### src/logic/ddpc_pkg.sv
// shared constants, types and helpers of the destination pointer and count block
package ddpc_pkg;
   localparam int MAX_STREAMS = 4;
   localparam int ADDR_W = 12;
   localparam int STREAM_SEL_LSB = 6;
   localparam int OFFSET_W = 6;
   localparam int IRQ_W = 8;
   localparam int EOT_LSB = 0;
   localparam int ERR_LSB = 4;
   localparam logic [5:0] DEST_PTR_LO_OFFSET = 6'h24;
   localparam logic [5:0] UNITS_LEFT_OFFSET = 6'h28;
   localparam logic [11:0] STREAM_AREA_END = 12'h100;
   localparam logic [11:0] IRQ_STATUS_ADDR = 12'h100;
   localparam logic [11:0] IRQ_MASK_ADDR = 12'h104;
   localparam logic [31:0] DEST_PTR_RESET = 32'h0000_0000;
   localparam logic [15:0] COUNT_RESET = 16'h0000;
   localparam logic [7:0] IRQ_RESET = 8'h00;
   localparam logic [31:0] STEP_BYTE = 32'h0000_0001;
   localparam logic [31:0] STEP_HALF = 32'h0000_0002;
   localparam logic [31:0] STEP_WORD = 32'h0000_0004;

   typedef enum logic [1:0] {
      UNIT_BYTE = 2'b00,
      UNIT_HALF = 2'b01,
      UNIT_WORD = 2'b10
   } ddpc_unit_width_type;

   typedef enum logic [1:0] {
      ST_IDLE = 2'b00,
      ST_ARMED = 2'b01,
      ST_ACTIVE = 2'b10
   } ddpc_state_type;

   typedef struct packed {
      logic enable;
      logic dest_address_step_enable;
      logic [1:0] source_unit_width;
      logic [15:0] programmed_unit_total;
      logic [31:0] start_address;
   } ddpc_stream_ctrl_type;

   typedef struct packed {
      logic unit_delivered;
      logic bus_error;
   } ddpc_stream_event_type;

   typedef struct packed {
      logic [31:0] dest_pointer;
      logic [15:0] remaining_units_field;
      logic armed;
      logic busy;
      logic done;
      logic failed;
   } ddpc_stream_view_type;

   typedef struct packed {
      ddpc_state_type state;
      logic enable_prev;
      logic [31:0] pointer;
      logic [15:0] count;
      logic done;
      logic failed;
   } ddpc_track_state_type;

   typedef struct packed {
      logic ack;
      logic err;
      logic [31:0] rdata;
      logic [7:0] status;
      logic [7:0] mask;
   } ddpc_bus_state_type;

   // reserved width code falls back to byte steps
   function automatic logic [31:0] ddpc_unit_step(input logic [1:0] width);
      logic [31:0] step;
      step = STEP_BYTE;
      case (width)
         UNIT_HALF: step = STEP_HALF;
         UNIT_WORD: step = STEP_WORD;
         default: step = STEP_BYTE;
      endcase
      return step;
   endfunction
endpackage

### src/logic/ddpc_stream_tracker.sv
// per-stream destination pointer and remaining unit counter
`timescale 1ns/1ps
module ddpc_stream_tracker (
   // clock and reset
   input wire logic core_clk,
   input wire logic resetn,
   // stream engine side
   input wire ddpc_pkg::ddpc_stream_ctrl_type ctrl,
   input wire ddpc_pkg::ddpc_stream_event_type evt,
   // observed state
   output ddpc_pkg::ddpc_stream_view_type view
);
   import ddpc_pkg::*;

   ddpc_track_state_type cur_reg;
   ddpc_track_state_type cur_next;
   logic [31:0] step;
   logic start;

   assign step = ddpc_unit_step(ctrl.source_unit_width);
   assign start = ctrl.enable && !cur_reg.enable_prev;

   always_comb begin
      cur_next = cur_reg;
      cur_next.enable_prev = ctrl.enable;
      cur_next.done = 1'b0;
      cur_next.failed = 1'b0;
      if (cur_reg.state != ST_IDLE && evt.unit_delivered && ctrl.dest_address_step_enable) begin
         cur_next.pointer = cur_reg.pointer + step;
      end
      case (cur_reg.state)
         ST_IDLE: begin
            // pointer only moves on a fresh start, so idle reads pair up
            if (start) begin
               cur_next.state = ST_ARMED;
               cur_next.pointer = ctrl.start_address;
            end
         end
         ST_ARMED: begin
            if (evt.unit_delivered) begin
               // load and first decrement fold into one edge
               if (ctrl.programmed_unit_total <= 16'h0001) begin
                  cur_next.count = COUNT_RESET;
                  cur_next.done = 1'b1;
                  cur_next.state = ST_IDLE;
               end else begin
                  cur_next.count = ctrl.programmed_unit_total - 16'h0001;
                  cur_next.state = evt.bus_error ? ST_IDLE : ST_ACTIVE;
                  cur_next.failed = evt.bus_error;
               end
            end else if (evt.bus_error) begin
               cur_next.count = ctrl.programmed_unit_total;
               cur_next.failed = 1'b1;
               cur_next.state = ST_IDLE;
            end else if (!ctrl.enable) begin
               cur_next.state = ST_IDLE;
            end
         end
         ST_ACTIVE: begin
            if (evt.unit_delivered) begin
               cur_next.count = cur_reg.count - 16'h0001;
            end
            if (evt.unit_delivered && cur_reg.count == 16'h0001) begin
               cur_next.done = 1'b1;
               cur_next.state = ST_IDLE;
            end else if (evt.bus_error) begin
               cur_next.failed = 1'b1;
               cur_next.state = ST_IDLE;
            end else if (!ctrl.enable) begin
               cur_next.state = ST_IDLE;
            end
         end
         default: begin
            cur_next.state = ST_IDLE;
         end
      endcase
   end

   always_ff @(posedge core_clk) begin
      if (!resetn) begin
         cur_reg.state <= ST_IDLE;
         cur_reg.enable_prev <= 1'b0;
         cur_reg.pointer <= DEST_PTR_RESET;
         cur_reg.count <= COUNT_RESET;
         cur_reg.done <= 1'b0;
         cur_reg.failed <= 1'b0;
      end else begin
         cur_reg <= cur_next;
      end
   end

   assign view.dest_pointer = cur_reg.pointer;
   assign view.remaining_units_field = cur_reg.count;
   assign view.armed = (cur_reg.state == ST_ARMED);
   assign view.busy = (cur_reg.state != ST_IDLE);
   assign view.done = cur_reg.done;
   assign view.failed = cur_reg.failed;
endmodule

### src/logic/ddpc_top.sv
// destination pointer and terminal count status block of a four-stream dma controller
// Function
// - low pointer half, bits 15:0, read-only at stream offset 0x024, upper bits reserved
// - 32-bit destination pointer is split into high and low 16-bit halves
// - with stepping enabled, pointer advances after each unit written to destination
// - with stepping disabled, pointer stays constant through the transfer
// - halves not latched together; both stay stable while the stream is idle
// - 16-bit read-only remaining unit count at stream offset 0x028
// - one unit equals the programmed source width: byte, half-word or word
// - programmed total is copied into the count right after the first unit
// - count drops by one for every unit delivered to the destination
// - count reaching zero marks the transfer complete
// - on an error halt the count keeps the units not transferred
//
// Decided for this implementation: the APB register port.
`timescale 1ns/1ps
module ddpc_top #(
   parameter int NUM_STREAMS = 4
) (
   // clock and reset
   input wire logic core_clk,
   input wire logic resetn,
   // apb slave
   input wire logic psel,
   input wire logic penable,
   input wire logic pwrite,
   input wire logic [ddpc_pkg::ADDR_W-1:0] paddr,
   input wire logic [31:0] pwdata,
   output logic [31:0] prdata,
   output logic pready,
   output logic pslverr,
   // stream engine side
   input wire ddpc_pkg::ddpc_stream_ctrl_type stream_ctrl [NUM_STREAMS],
   input wire ddpc_pkg::ddpc_stream_event_type stream_event [NUM_STREAMS],
   output ddpc_pkg::ddpc_stream_view_type stream_view [NUM_STREAMS],
   output logic [15:0] dest_pointer_high_half [NUM_STREAMS],
   // interrupt
   output logic irq
);
   import ddpc_pkg::*;

   ////////////////////////////////////////////////////////////////////////////////
   // parameter check

   if (NUM_STREAMS < 1 || NUM_STREAMS > MAX_STREAMS) begin : g_bad_streams
      $error("NUM_STREAMS must lie between 1 and 4");
   end

   ////////////////////////////////////////////////////////////////////////////////
   // per-stream trackers

   ddpc_stream_view_type view_pad [MAX_STREAMS];
   logic [IRQ_W-1:0] event_set;

   for (genvar i = 0; i < MAX_STREAMS; i++) begin : g_stream
      if (i < NUM_STREAMS) begin : g_used
         ddpc_stream_tracker u_tracker (
            .core_clk(core_clk),
            .resetn(resetn),
            .ctrl(stream_ctrl[i]),
            .evt(stream_event[i]),
            .view(stream_view[i])
         );
         assign view_pad[i] = stream_view[i];
         assign dest_pointer_high_half[i] = stream_view[i].dest_pointer[31:16];
      end else begin : g_unused
         assign view_pad[i] = '0;
      end
      assign event_set[EOT_LSB+i] = view_pad[i].done;
      assign event_set[ERR_LSB+i] = view_pad[i].failed;
   end

   ////////////////////////////////////////////////////////////////////////////////
   // address decode and read mux

   logic [1:0] sel_idx;
   logic [OFFSET_W-1:0] sel_off;
   logic hit;
   logic [31:0] rd_val;
   ddpc_stream_view_type sel_view;
   ddpc_bus_state_type bus_reg;
   ddpc_bus_state_type bus_next;

   assign sel_idx = paddr[STREAM_SEL_LSB+1:STREAM_SEL_LSB];
   assign sel_off = paddr[OFFSET_W-1:0];
   assign sel_view = view_pad[sel_idx];

   always_comb begin
      hit = 1'b0;
      rd_val = 32'h0000_0000;
      if (paddr < STREAM_AREA_END) begin
         if (32'(sel_idx) < 32'(NUM_STREAMS)) begin
            if (sel_off == DEST_PTR_LO_OFFSET) begin
               hit = 1'b1;
               rd_val = {16'h0000, sel_view.dest_pointer[15:0]};
            end else if (sel_off == UNITS_LEFT_OFFSET) begin
               hit = 1'b1;
               rd_val = {16'h0000, sel_view.remaining_units_field};
            end
         end
      end else if (paddr == IRQ_STATUS_ADDR) begin
         hit = 1'b1;
         rd_val = {24'h00_0000, bus_reg.status};
      end else if (paddr == IRQ_MASK_ADDR) begin
         hit = 1'b1;
         rd_val = {24'h00_0000, bus_reg.mask};
      end
   end

   ////////////////////////////////////////////////////////////////////////////////
   // bus state, interrupt status and mask

   logic wr_commit;
   logic [IRQ_W-1:0] clr_bits;

   // one wait state lets read data come straight from a flip-flop
   assign wr_commit = psel && penable && pwrite && bus_reg.ack;

   always_comb begin
      bus_next = bus_reg;
      bus_next.ack = 1'b0;
      clr_bits = '0;
      if (psel && penable && !bus_reg.ack) begin
         bus_next.ack = 1'b1;
         bus_next.err = !hit;
         bus_next.rdata = pwrite ? 32'h0000_0000 : rd_val;
      end
      // stream registers have no write path at all
      if (wr_commit && paddr == IRQ_MASK_ADDR) begin
         bus_next.mask = pwdata[IRQ_W-1:0];
      end
      if (wr_commit && paddr == IRQ_STATUS_ADDR) begin
         clr_bits = pwdata[IRQ_W-1:0];
      end
      // a new event outranks a clear landing in the same cycle
      bus_next.status = (bus_reg.status & ~clr_bits) | event_set;
   end

   always_ff @(posedge core_clk) begin
      if (!resetn) begin
         bus_reg.ack <= 1'b0;
         bus_reg.err <= 1'b0;
         bus_reg.rdata <= 32'h0000_0000;
         bus_reg.status <= IRQ_RESET;
         bus_reg.mask <= IRQ_RESET;
      end else begin
         bus_reg <= bus_next;
      end
   end

   assign pready = bus_reg.ack;
   assign pslverr = bus_reg.ack && bus_reg.err;
   assign prdata = bus_reg.rdata;
   assign irq = |(bus_reg.status & bus_reg.mask);

   ////////////////////////////////////////////////////////////////////////////////
   // checks on the bus side

   AST_ONE_WAIT: assert property (@(posedge core_clk) disable iff (!resetn)
      psel && penable && !pready |=> pready)
      else $error("access phase not answered after one wait");

   AST_IRQ_LEVEL: assert property (@(posedge core_clk) disable iff (!resetn)
      $rose(irq) |-> $past(|(event_set & bus_reg.mask)) || $past(wr_commit))
      else $error("interrupt rose without an unmasked event");

   AST_RESERVED_ZERO: assert property (@(posedge core_clk) disable iff (!resetn)
      pready && !pwrite && !pslverr && paddr < STREAM_AREA_END |-> prdata[31:16] == 16'h0000)
      else $error("reserved bits of a stream register not zero");

   AST_READY_PULSE: assert property (@(posedge core_clk) disable iff (!resetn)
      pready |=> !pready)
      else $error("ready stood longer than one cycle");

   AST_ERR_DECODE: assert property (@(posedge core_clk) disable iff (!resetn)
      psel && penable && !pready |=> pslverr == !$past(hit))
      else $error("error response does not match the address decode");

   AST_ERR_ZERO: assert property (@(posedge core_clk) disable iff (!resetn)
      pslverr |-> prdata == 32'h0000_0000)
      else $error("error response carried nonzero data");

   AST_RDATA_HOLD: assert property (@(posedge core_clk) disable iff (!resetn)
      !(psel && penable && !pready) |=> $stable(prdata))
      else $error("read data changed outside an access");

   AST_MASK_WRITE: assert property (@(posedge core_clk) disable iff (!resetn)
      wr_commit && paddr == IRQ_MASK_ADDR
      |=> bus_reg.mask == $past(pwdata[IRQ_W-1:0]))
      else $error("mask write did not land");

   AST_MASK_HOLD: assert property (@(posedge core_clk) disable iff (!resetn)
      !(wr_commit && paddr == IRQ_MASK_ADDR) |=> $stable(bus_reg.mask))
      else $error("mask changed without a write");

   // status is sticky: only an event sets a bit and only a written one clears it
   AST_STATUS_HOLD: assert property (@(posedge core_clk) disable iff (!resetn)
      !(|event_set) && !(wr_commit && paddr == IRQ_STATUS_ADDR)
      |=> $stable(bus_reg.status))
      else $error("status changed without event or clear");

   AST_STATUS_CLEAR: assert property (@(posedge core_clk) disable iff (!resetn)
      wr_commit && paddr == IRQ_STATUS_ADDR
      |=> (bus_reg.status & $past(pwdata[IRQ_W-1:0]) & ~$past(event_set)) == 8'h00)
      else $error("status bit survived a clear");

   AST_SET_WINS: assert property (@(posedge core_clk) disable iff (!resetn)
      |event_set
      |=> (bus_reg.status & $past(event_set)) == $past(event_set))
      else $error("event lost from status");

   // no disable here: these watch the reset itself
   AST_RESET_BUS: assert property (@(posedge core_clk)
      !resetn |=> !pready && !irq && prdata == 32'h0000_0000
         && bus_reg.status == IRQ_RESET && bus_reg.mask == IRQ_RESET)
      else $error("bus side not cleared by reset");

   ////////////////////////////////////////////////////////////////////////////////
   // checks on each stream

   for (genvar i = 0; i < NUM_STREAMS; i++) begin : g_check
      AST_PTR_STEP: assert property (@(posedge core_clk) disable iff (!resetn)
         stream_view[i].busy && stream_event[i].unit_delivered
         && stream_ctrl[i].dest_address_step_enable
         |=> stream_view[i].dest_pointer == $past(stream_view[i].dest_pointer)
            + ddpc_unit_step($past(stream_ctrl[i].source_unit_width)))
         else $error("pointer did not advance by one unit");

      AST_PTR_HOLD: assert property (@(posedge core_clk) disable iff (!resetn)
         stream_view[i].busy && !stream_ctrl[i].dest_address_step_enable
         |=> $stable(stream_view[i].dest_pointer))
         else $error("pointer moved with stepping disabled");

      AST_IDLE_STABLE: assert property (@(posedge core_clk) disable iff (!resetn)
         !stream_view[i].busy && !$rose(stream_ctrl[i].enable)
         |=> $stable(stream_view[i].dest_pointer)
            && $stable(stream_view[i].remaining_units_field))
         else $error("idle stream registers changed");

      AST_COUNT_LOAD: assert property (@(posedge core_clk) disable iff (!resetn)
         stream_view[i].armed && stream_event[i].unit_delivered
         && stream_ctrl[i].programmed_unit_total > 16'h0001
         |=> stream_view[i].remaining_units_field
            == $past(stream_ctrl[i].programmed_unit_total) - 16'h0001)
         else $error("count not loaded at first unit");

      AST_COUNT_DEC: assert property (@(posedge core_clk) disable iff (!resetn)
         stream_view[i].busy && !stream_view[i].armed
         && stream_event[i].unit_delivered
         |=> stream_view[i].remaining_units_field
            == $past(stream_view[i].remaining_units_field) - 16'h0001)
         else $error("count did not drop by one");

      AST_DONE_AT_ZERO: assert property (@(posedge core_clk) disable iff (!resetn)
         stream_view[i].busy && !stream_view[i].armed
         && stream_event[i].unit_delivered
         && stream_view[i].remaining_units_field == 16'h0001
         |=> stream_view[i].done && !stream_view[i].busy
            && stream_view[i].remaining_units_field == 16'h0000 ##1 bus_reg.status[EOT_LSB+i])
         else $error("completion not flagged at zero");

      AST_ERR_KEEP: assert property (@(posedge core_clk) disable iff (!resetn)
         stream_view[i].busy && !stream_view[i].armed
         && stream_event[i].bus_error && !stream_event[i].unit_delivered
         |=> stream_view[i].failed && !stream_view[i].busy
            && $stable(stream_view[i].remaining_units_field))
         else $error("error halt lost the remaining count");

      AST_LO_READ: assert property (@(posedge core_clk) disable iff (!resetn)
         pready && !pwrite && paddr[STREAM_SEL_LSB+1:STREAM_SEL_LSB] == 2'(i)
         && paddr[OFFSET_W-1:0] == DEST_PTR_LO_OFFSET && paddr < STREAM_AREA_END
         |-> prdata == {16'h0000, $past(stream_view[i].dest_pointer[15:0])})
         else $error("low pointer half read back wrong");

      AST_HI_HALF: assert property (@(posedge core_clk) disable iff (!resetn)
         $rose(stream_view[i].armed)
         |-> {dest_pointer_high_half[i], stream_view[i].dest_pointer[15:0]}
            == $past(stream_ctrl[i].start_address))
         else $error("pointer halves do not join to the start address");

      AST_COUNT_READ: assert property (@(posedge core_clk) disable iff (!resetn)
         pready && !pwrite && paddr[STREAM_SEL_LSB+1:STREAM_SEL_LSB] == 2'(i)
         && paddr[OFFSET_W-1:0] == UNITS_LEFT_OFFSET && paddr < STREAM_AREA_END
         |-> prdata == {16'h0000, $past(stream_view[i].remaining_units_field)})
         else $error("remaining count read back wrong");

      AST_COUNT_HOLD: assert property (@(posedge core_clk) disable iff (!resetn)
         stream_view[i].busy && !stream_view[i].armed && !stream_event[i].unit_delivered
         |=> $stable(stream_view[i].remaining_units_field))
         else $error("count moved without a unit");

      AST_START_ARMS: assert property (@(posedge core_clk) disable iff (!resetn)
         !stream_view[i].busy && $rose(stream_ctrl[i].enable) |=> stream_view[i].armed)
         else $error("enable edge did not arm the stream");

      AST_PULSE_ONE: assert property (@(posedge core_clk) disable iff (!resetn)
         stream_view[i].done || stream_view[i].failed
         |=> !stream_view[i].done && !stream_view[i].failed)
         else $error("completion or error flag stood two cycles");

      AST_FAIL_STATUS: assert property (@(posedge core_clk) disable iff (!resetn)
         stream_view[i].failed |=> bus_reg.status[ERR_LSB+i])
         else $error("error halt not recorded in status");

      AST_RESET_STREAM: assert property (@(posedge core_clk)
         !resetn |=> stream_view[i].dest_pointer == DEST_PTR_RESET
            && stream_view[i].remaining_units_field == COUNT_RESET && !stream_view[i].busy)
         else $error("stream not cleared by reset");
   end
endmodule

### config.mk
export PLATFORM = sky130hd
export DESIGN_NAME = ddpc_top
export DESIGN_NICKNAME = d
export VERILOG_FILES = /design/src/logic/ddpc_pkg.sv /design/src/logic/ddpc_stream_tracker.sv /design/src/logic/ddpc_top.sv
export SDC_FILE = /design/constraint.sdc
export NUM_CORES = 1
export LEC_CHECK = 0
export ABC_AREA = 1
export ABC_CLOCK_PERIOD_IN_PS = 2140
export BUFFER_PORTS_ARGS = -buffer_cell sky130_fd_sc_hd__buf_2
export CAP_MARGIN = 0
export CORE_MARGIN = 2
export CORE_UTILIZATION = 30
export CTS_CLUSTER_DIAMETER = 100
export CTS_CLUSTER_SIZE = 40
export DETAILED_ROUTE_END_ITERATION = 8
export HOLD_SLACK_MARGIN = 0.15
export PLACE_DENSITY = 0.5
export SKIP_LAST_GASP = 1
export SYNTH_ARGS = -nofsm -noshare
export SYNTH_HDL_FRONTEND = slang
export SYNTH_HIERARCHICAL = 1
export SYNTH_SLANG_ARGS = --single-unit
### constraint.sdc
create_clock -name core_clk -period 2.14 [get_ports core_clk]
set_input_delay 0.107 -clock core_clk [delete_from_list [all_inputs] [get_ports core_clk]]
set_output_delay 0.107 -clock core_clk [all_outputs]
set_load 0.03 [all_outputs]
==> results.sh <==
export IMPL_outcome="complete, no violations"
export IMPL_drc=0
export IMPL_synth_main_ff_cell="dfxtp_1"
export IMPL_dp_slack_ps=-11.9
export IMPL_clock_latency_ps=570
export IMPL_drt_pass1_iter_count=6
export IMPL_synthesis_area_sq_um=22300
export IMPL_cpMaxStageDelayCell="dlygate4sd3_1"
export IMPL_maxSlewViolCount=0
export IMPL_cts_sinks=246
export IMPL_via_per_inst=4.68
export IMPL_cts_root_buf="clkbuf_16"
export IMPL_routed_wl_microns=92200
export IMPL_fp_dieH_microns=276
export IMPL_largest_reg_flops=200
export IMPL_cts_tree="done"
export IMPL_synth_seq_area_share_pct=22.1
export IMPL_cts_max_level=1
export IMPL_reg2regPathDepth=11
export IMPL_min_path_type="input port to flop"
export IMPL_synth_edf_count=0
export IMPL_setup_viol=0
export IMPL_ir_worst_vdd_uv=398
export IMPL_place_port_buffers=531
export IMPL_ant_nets=0
export IMPL_power_density_nw_per_um2=529
export IMPL_start_kind="flop"
export IMPL_rsz0062_at_grt="yes"
export IMPL_fin_hold_ws_ps=189
export IMPL_critPathKind="flop to flop"
export IMPL_place_gp_congestion=0.924
export IMPL_drt_initial_drc_count=1718
export IMPL_drv_cap=0
export IMPL_final_min_clock_period_ps=2030
export IMPL_worst_ep_required_time_ps=2640
export IMPL_ios=572
export IMPL_synthToLayoutAreaGrowth_pct=26.6
export IMPL_dpl_hpwl_microns=73400
export IMPL_r2r_slack_ps=110
export IMPL_initial_core_util_pct=30.4
export IMPL_crit_fanout=4
export IMPL_critPathArrivalTime_ps=2530
export IMPL_nets=4635
export IMPL_clk_pin_slew_ps=80
export IMPL_cts_buffers=23
export IMPL_path_depth=11
export IMPL_die_area_sq_um=76400
export IMPL_tightest_slew_ps=671
export IMPL_fp_row_count=99
export IMPL_crit_start="g_stream[2].g_used.u_tracker/view[4]$_SDFFE_PN0P_"
export IMPL_syn_mean_instance_area_sq_um=5.97
export IMPL_final_hold_viol_count=0
export IMPL_crit_top_cell="inv_1"
export IMPL_endpoint="g_stream[2].g_used.u_tracker/view[8]$_SDFFE_PN0P_"
export IMPL_grt_max_degree=57
export IMPL_antenna_found_initial=15
export IMPL_finalPower_mw=14.9
export IMPL_netlist_cell_type_count=57
export IMPL_leakage_nw=14.2
export IMPL_routedWlPerCell_microns=17.4
export IMPL_grt_pass1_vias=23200
export IMPL_worst_slack_ps=115
export IMPL_final_cell_mix="nand2_1, buf_2, nor2_1"
export IMPL_reg2reg_to="g_stream[2].g_used.u_tracker/view[8]$_SDFFE_PN0P_"
export IMPL_fin_crit_sh_pct=94.6
export IMPL_ys_ff_latch=246
export IMPL_async_flop_share_pct=0
export IMPL_grt_first_pass_wirelength_microns=139000
export IMPL_synth_warnings=6
export IMPL_die_width_microns=276
export IMPL_globalRouteOverflowTotal=0
export IMPL_cts_buffer_depth=3
export IMPL_final_common_cell="nand2_1"
export IMPL_num_vias=24800
export IMPL_slew_headroom_pct=55.3
export IMPL_skew_ps=38.2
export IMPL_cp_num_buf_inv=4
export IMPL_synthCells=3732
export IMPL_grtUsageTotal_pct=23.1
export IMPL_fmaxAchievable_ghz=0.494
export IMPL_crit_chain="inv_1 > ha_4 > inv_1 > nor2_4 > inv_1 > a21oi_1 > o21ai_0 > o21ai_1 > nand2_1 > a21oi_1 > dlygate4sd3_1"
export IMPL_drive_gt1_share_pct=20.8
export IMPL_slowest_delay_ps=550
export IMPL_crit_path_end_kind="flop"
export IMPL_critical_path_top_delay_family="buffers and inverters"
export IMPL_r2r_start="g_stream[2].g_used.u_tracker/view[4]$_SDFFE_PN0P_"
export IMPL_core_area_sq_um=73200
[metrics by stage]
stage / std cells / util, % / cell area (sq um) / TNS (ps)
finish: 5293 / 38.5 / 28200 / 0
global route: 5290 / 38.5 / 28200 / -109
CTS: 5270 / 38.1 / 27900 / 0
detailed placement: 4983 / 33.6 / 24600 / -11.9
global placement: 4983 / 33.6 / 24600 / -12.0
floorplan: 3747 / - / 22300 / 0
[how the worst min path moves through the flow]
stage                           startpoint                                                  end  slack, ps  cells past startpoint
after floorplan           stream_ctrl[207]  g_stream[0].g_used.u_tracker/cur_reg[50]$_SDFF_PN0_        200                      2
after global placement    stream_ctrl[155]  g_stream[1].g_used.u_tracker/cur_reg[50]$_SDFF_PN0_        330                      3
after detailed placement  stream_ctrl[155]  g_stream[1].g_used.u_tracker/cur_reg[50]$_SDFF_PN0_        350                      3
after CTS                         paddr[4]                             bus_reg[48]$_SDFFE_PN0P_        150                      9
after global routing      stream_ctrl[206]     g_stream[0].g_used.u_tracker/view[49]$_SDFF_PN0_        210                      8
final                             paddr[4]                             bus_reg[48]$_SDFFE_PN0P_        190                      9
[cell usage after synthesis, drive strengths merged (2+ instances only)]
master | count | area share, %
xnor2 | 22 | 0.87
o221ai | 3 | 0.12
or2 | 13 | 0.37
a21oi | 155 | 3.6
o22ai | 12 | 0.34
clkbuf | 54 | 0.91
and3 | 2 | 0.056
o21bai | 4 | 0.13
buf | 342 | 12
o211ai | 23 | 0.78
dfxtp | 246 | 22
nand3 | 371 | 8.7
a21o | 3 | 0.10
a31oi | 5 | 0.14
nand2 | 1105 | 19
nand3b | 30 | 1.0
ha | 52 | 2.9
inv | 448 | 7.6
nor4 | 6 | 0.17
nor3 | 54 | 1.6
o21ai | 145 | 3.3
nor2 | 509 | 10
fa | 4 | 0.36
a22oi | 3 | 0.25
xor2 | 57 | 2.2
a211oi | 2 | 0.067
nor3b | 3 | 0.10
nand4 | 51 | 1.6
[where the power goes]
group / total (mW) / internal [mW] / switching, mW
registers: 5.28 / 4.86 / 0.424
clock network: 4.71 / 2.30 / 2.41
logic: 4.92 / 1.76 / 3.15
total: 14.9 / 8.92 / 5.99
[kinds of logic after synthesis]
family | after synthesis | synth area share [%]
other | 1 | 0.0168
AND/OR/NAND/NOR | 2146 | 42.5
AO/OA/AOI/OAI | 359 | 8.93
buffers and inverters | 845 | 20.0
XOR/XNOR | 79 | 3.11
adder cells (fa/ha/maj) | 56 | 3.28
flip-flops | 246 | 22.1
[worst register-to-register path, cell delays in order (launching register included)]
cell	delay, ps
dfxtp_1	310
inv_1	150
ha_4	170
inv_1	60
nor2_4	130
inv_1	100
a21oi_1	120
o21ai_0	90
o21ai_1	90
nand2_1	70
a21oi_1	120
dlygate4sd3_1	550
[routing by layer]
metal / global-route usage (%) / wire length (microns) / vias to the layer above
met1: 31.2 / 42600 / 11200
met2: 37.8 / 41400 / 714
met5: 0 / 65 / -
li1: - / - / 12700
met3: 3.20 / 4860 / 148
met4: 7.45 / 3290 / 10
[final cells by class]
class / count / area [sq um]
multi-input cells: 2656 / 13100
diodes: 4 / 10.0
well taps: 959 / 1200
repair buffers: 938 / 6460
fillers: 8006 / 45000
clock inverters: 15 / 228
clock buffers: 26 / 597
inverters: 449 / 1700
flip-flops and latches: 246 / 4930
[repair_timing]
item | in CTS | in global routing
hold buffers | 246 | 0
endpoints found under the setup margin | 0 | 51
gates resized for setup | 0 | 46
endpoints found under the hold margin | 242 | 0
setup buffers | 0 | 18
Power figures use the tool's default switching activity.
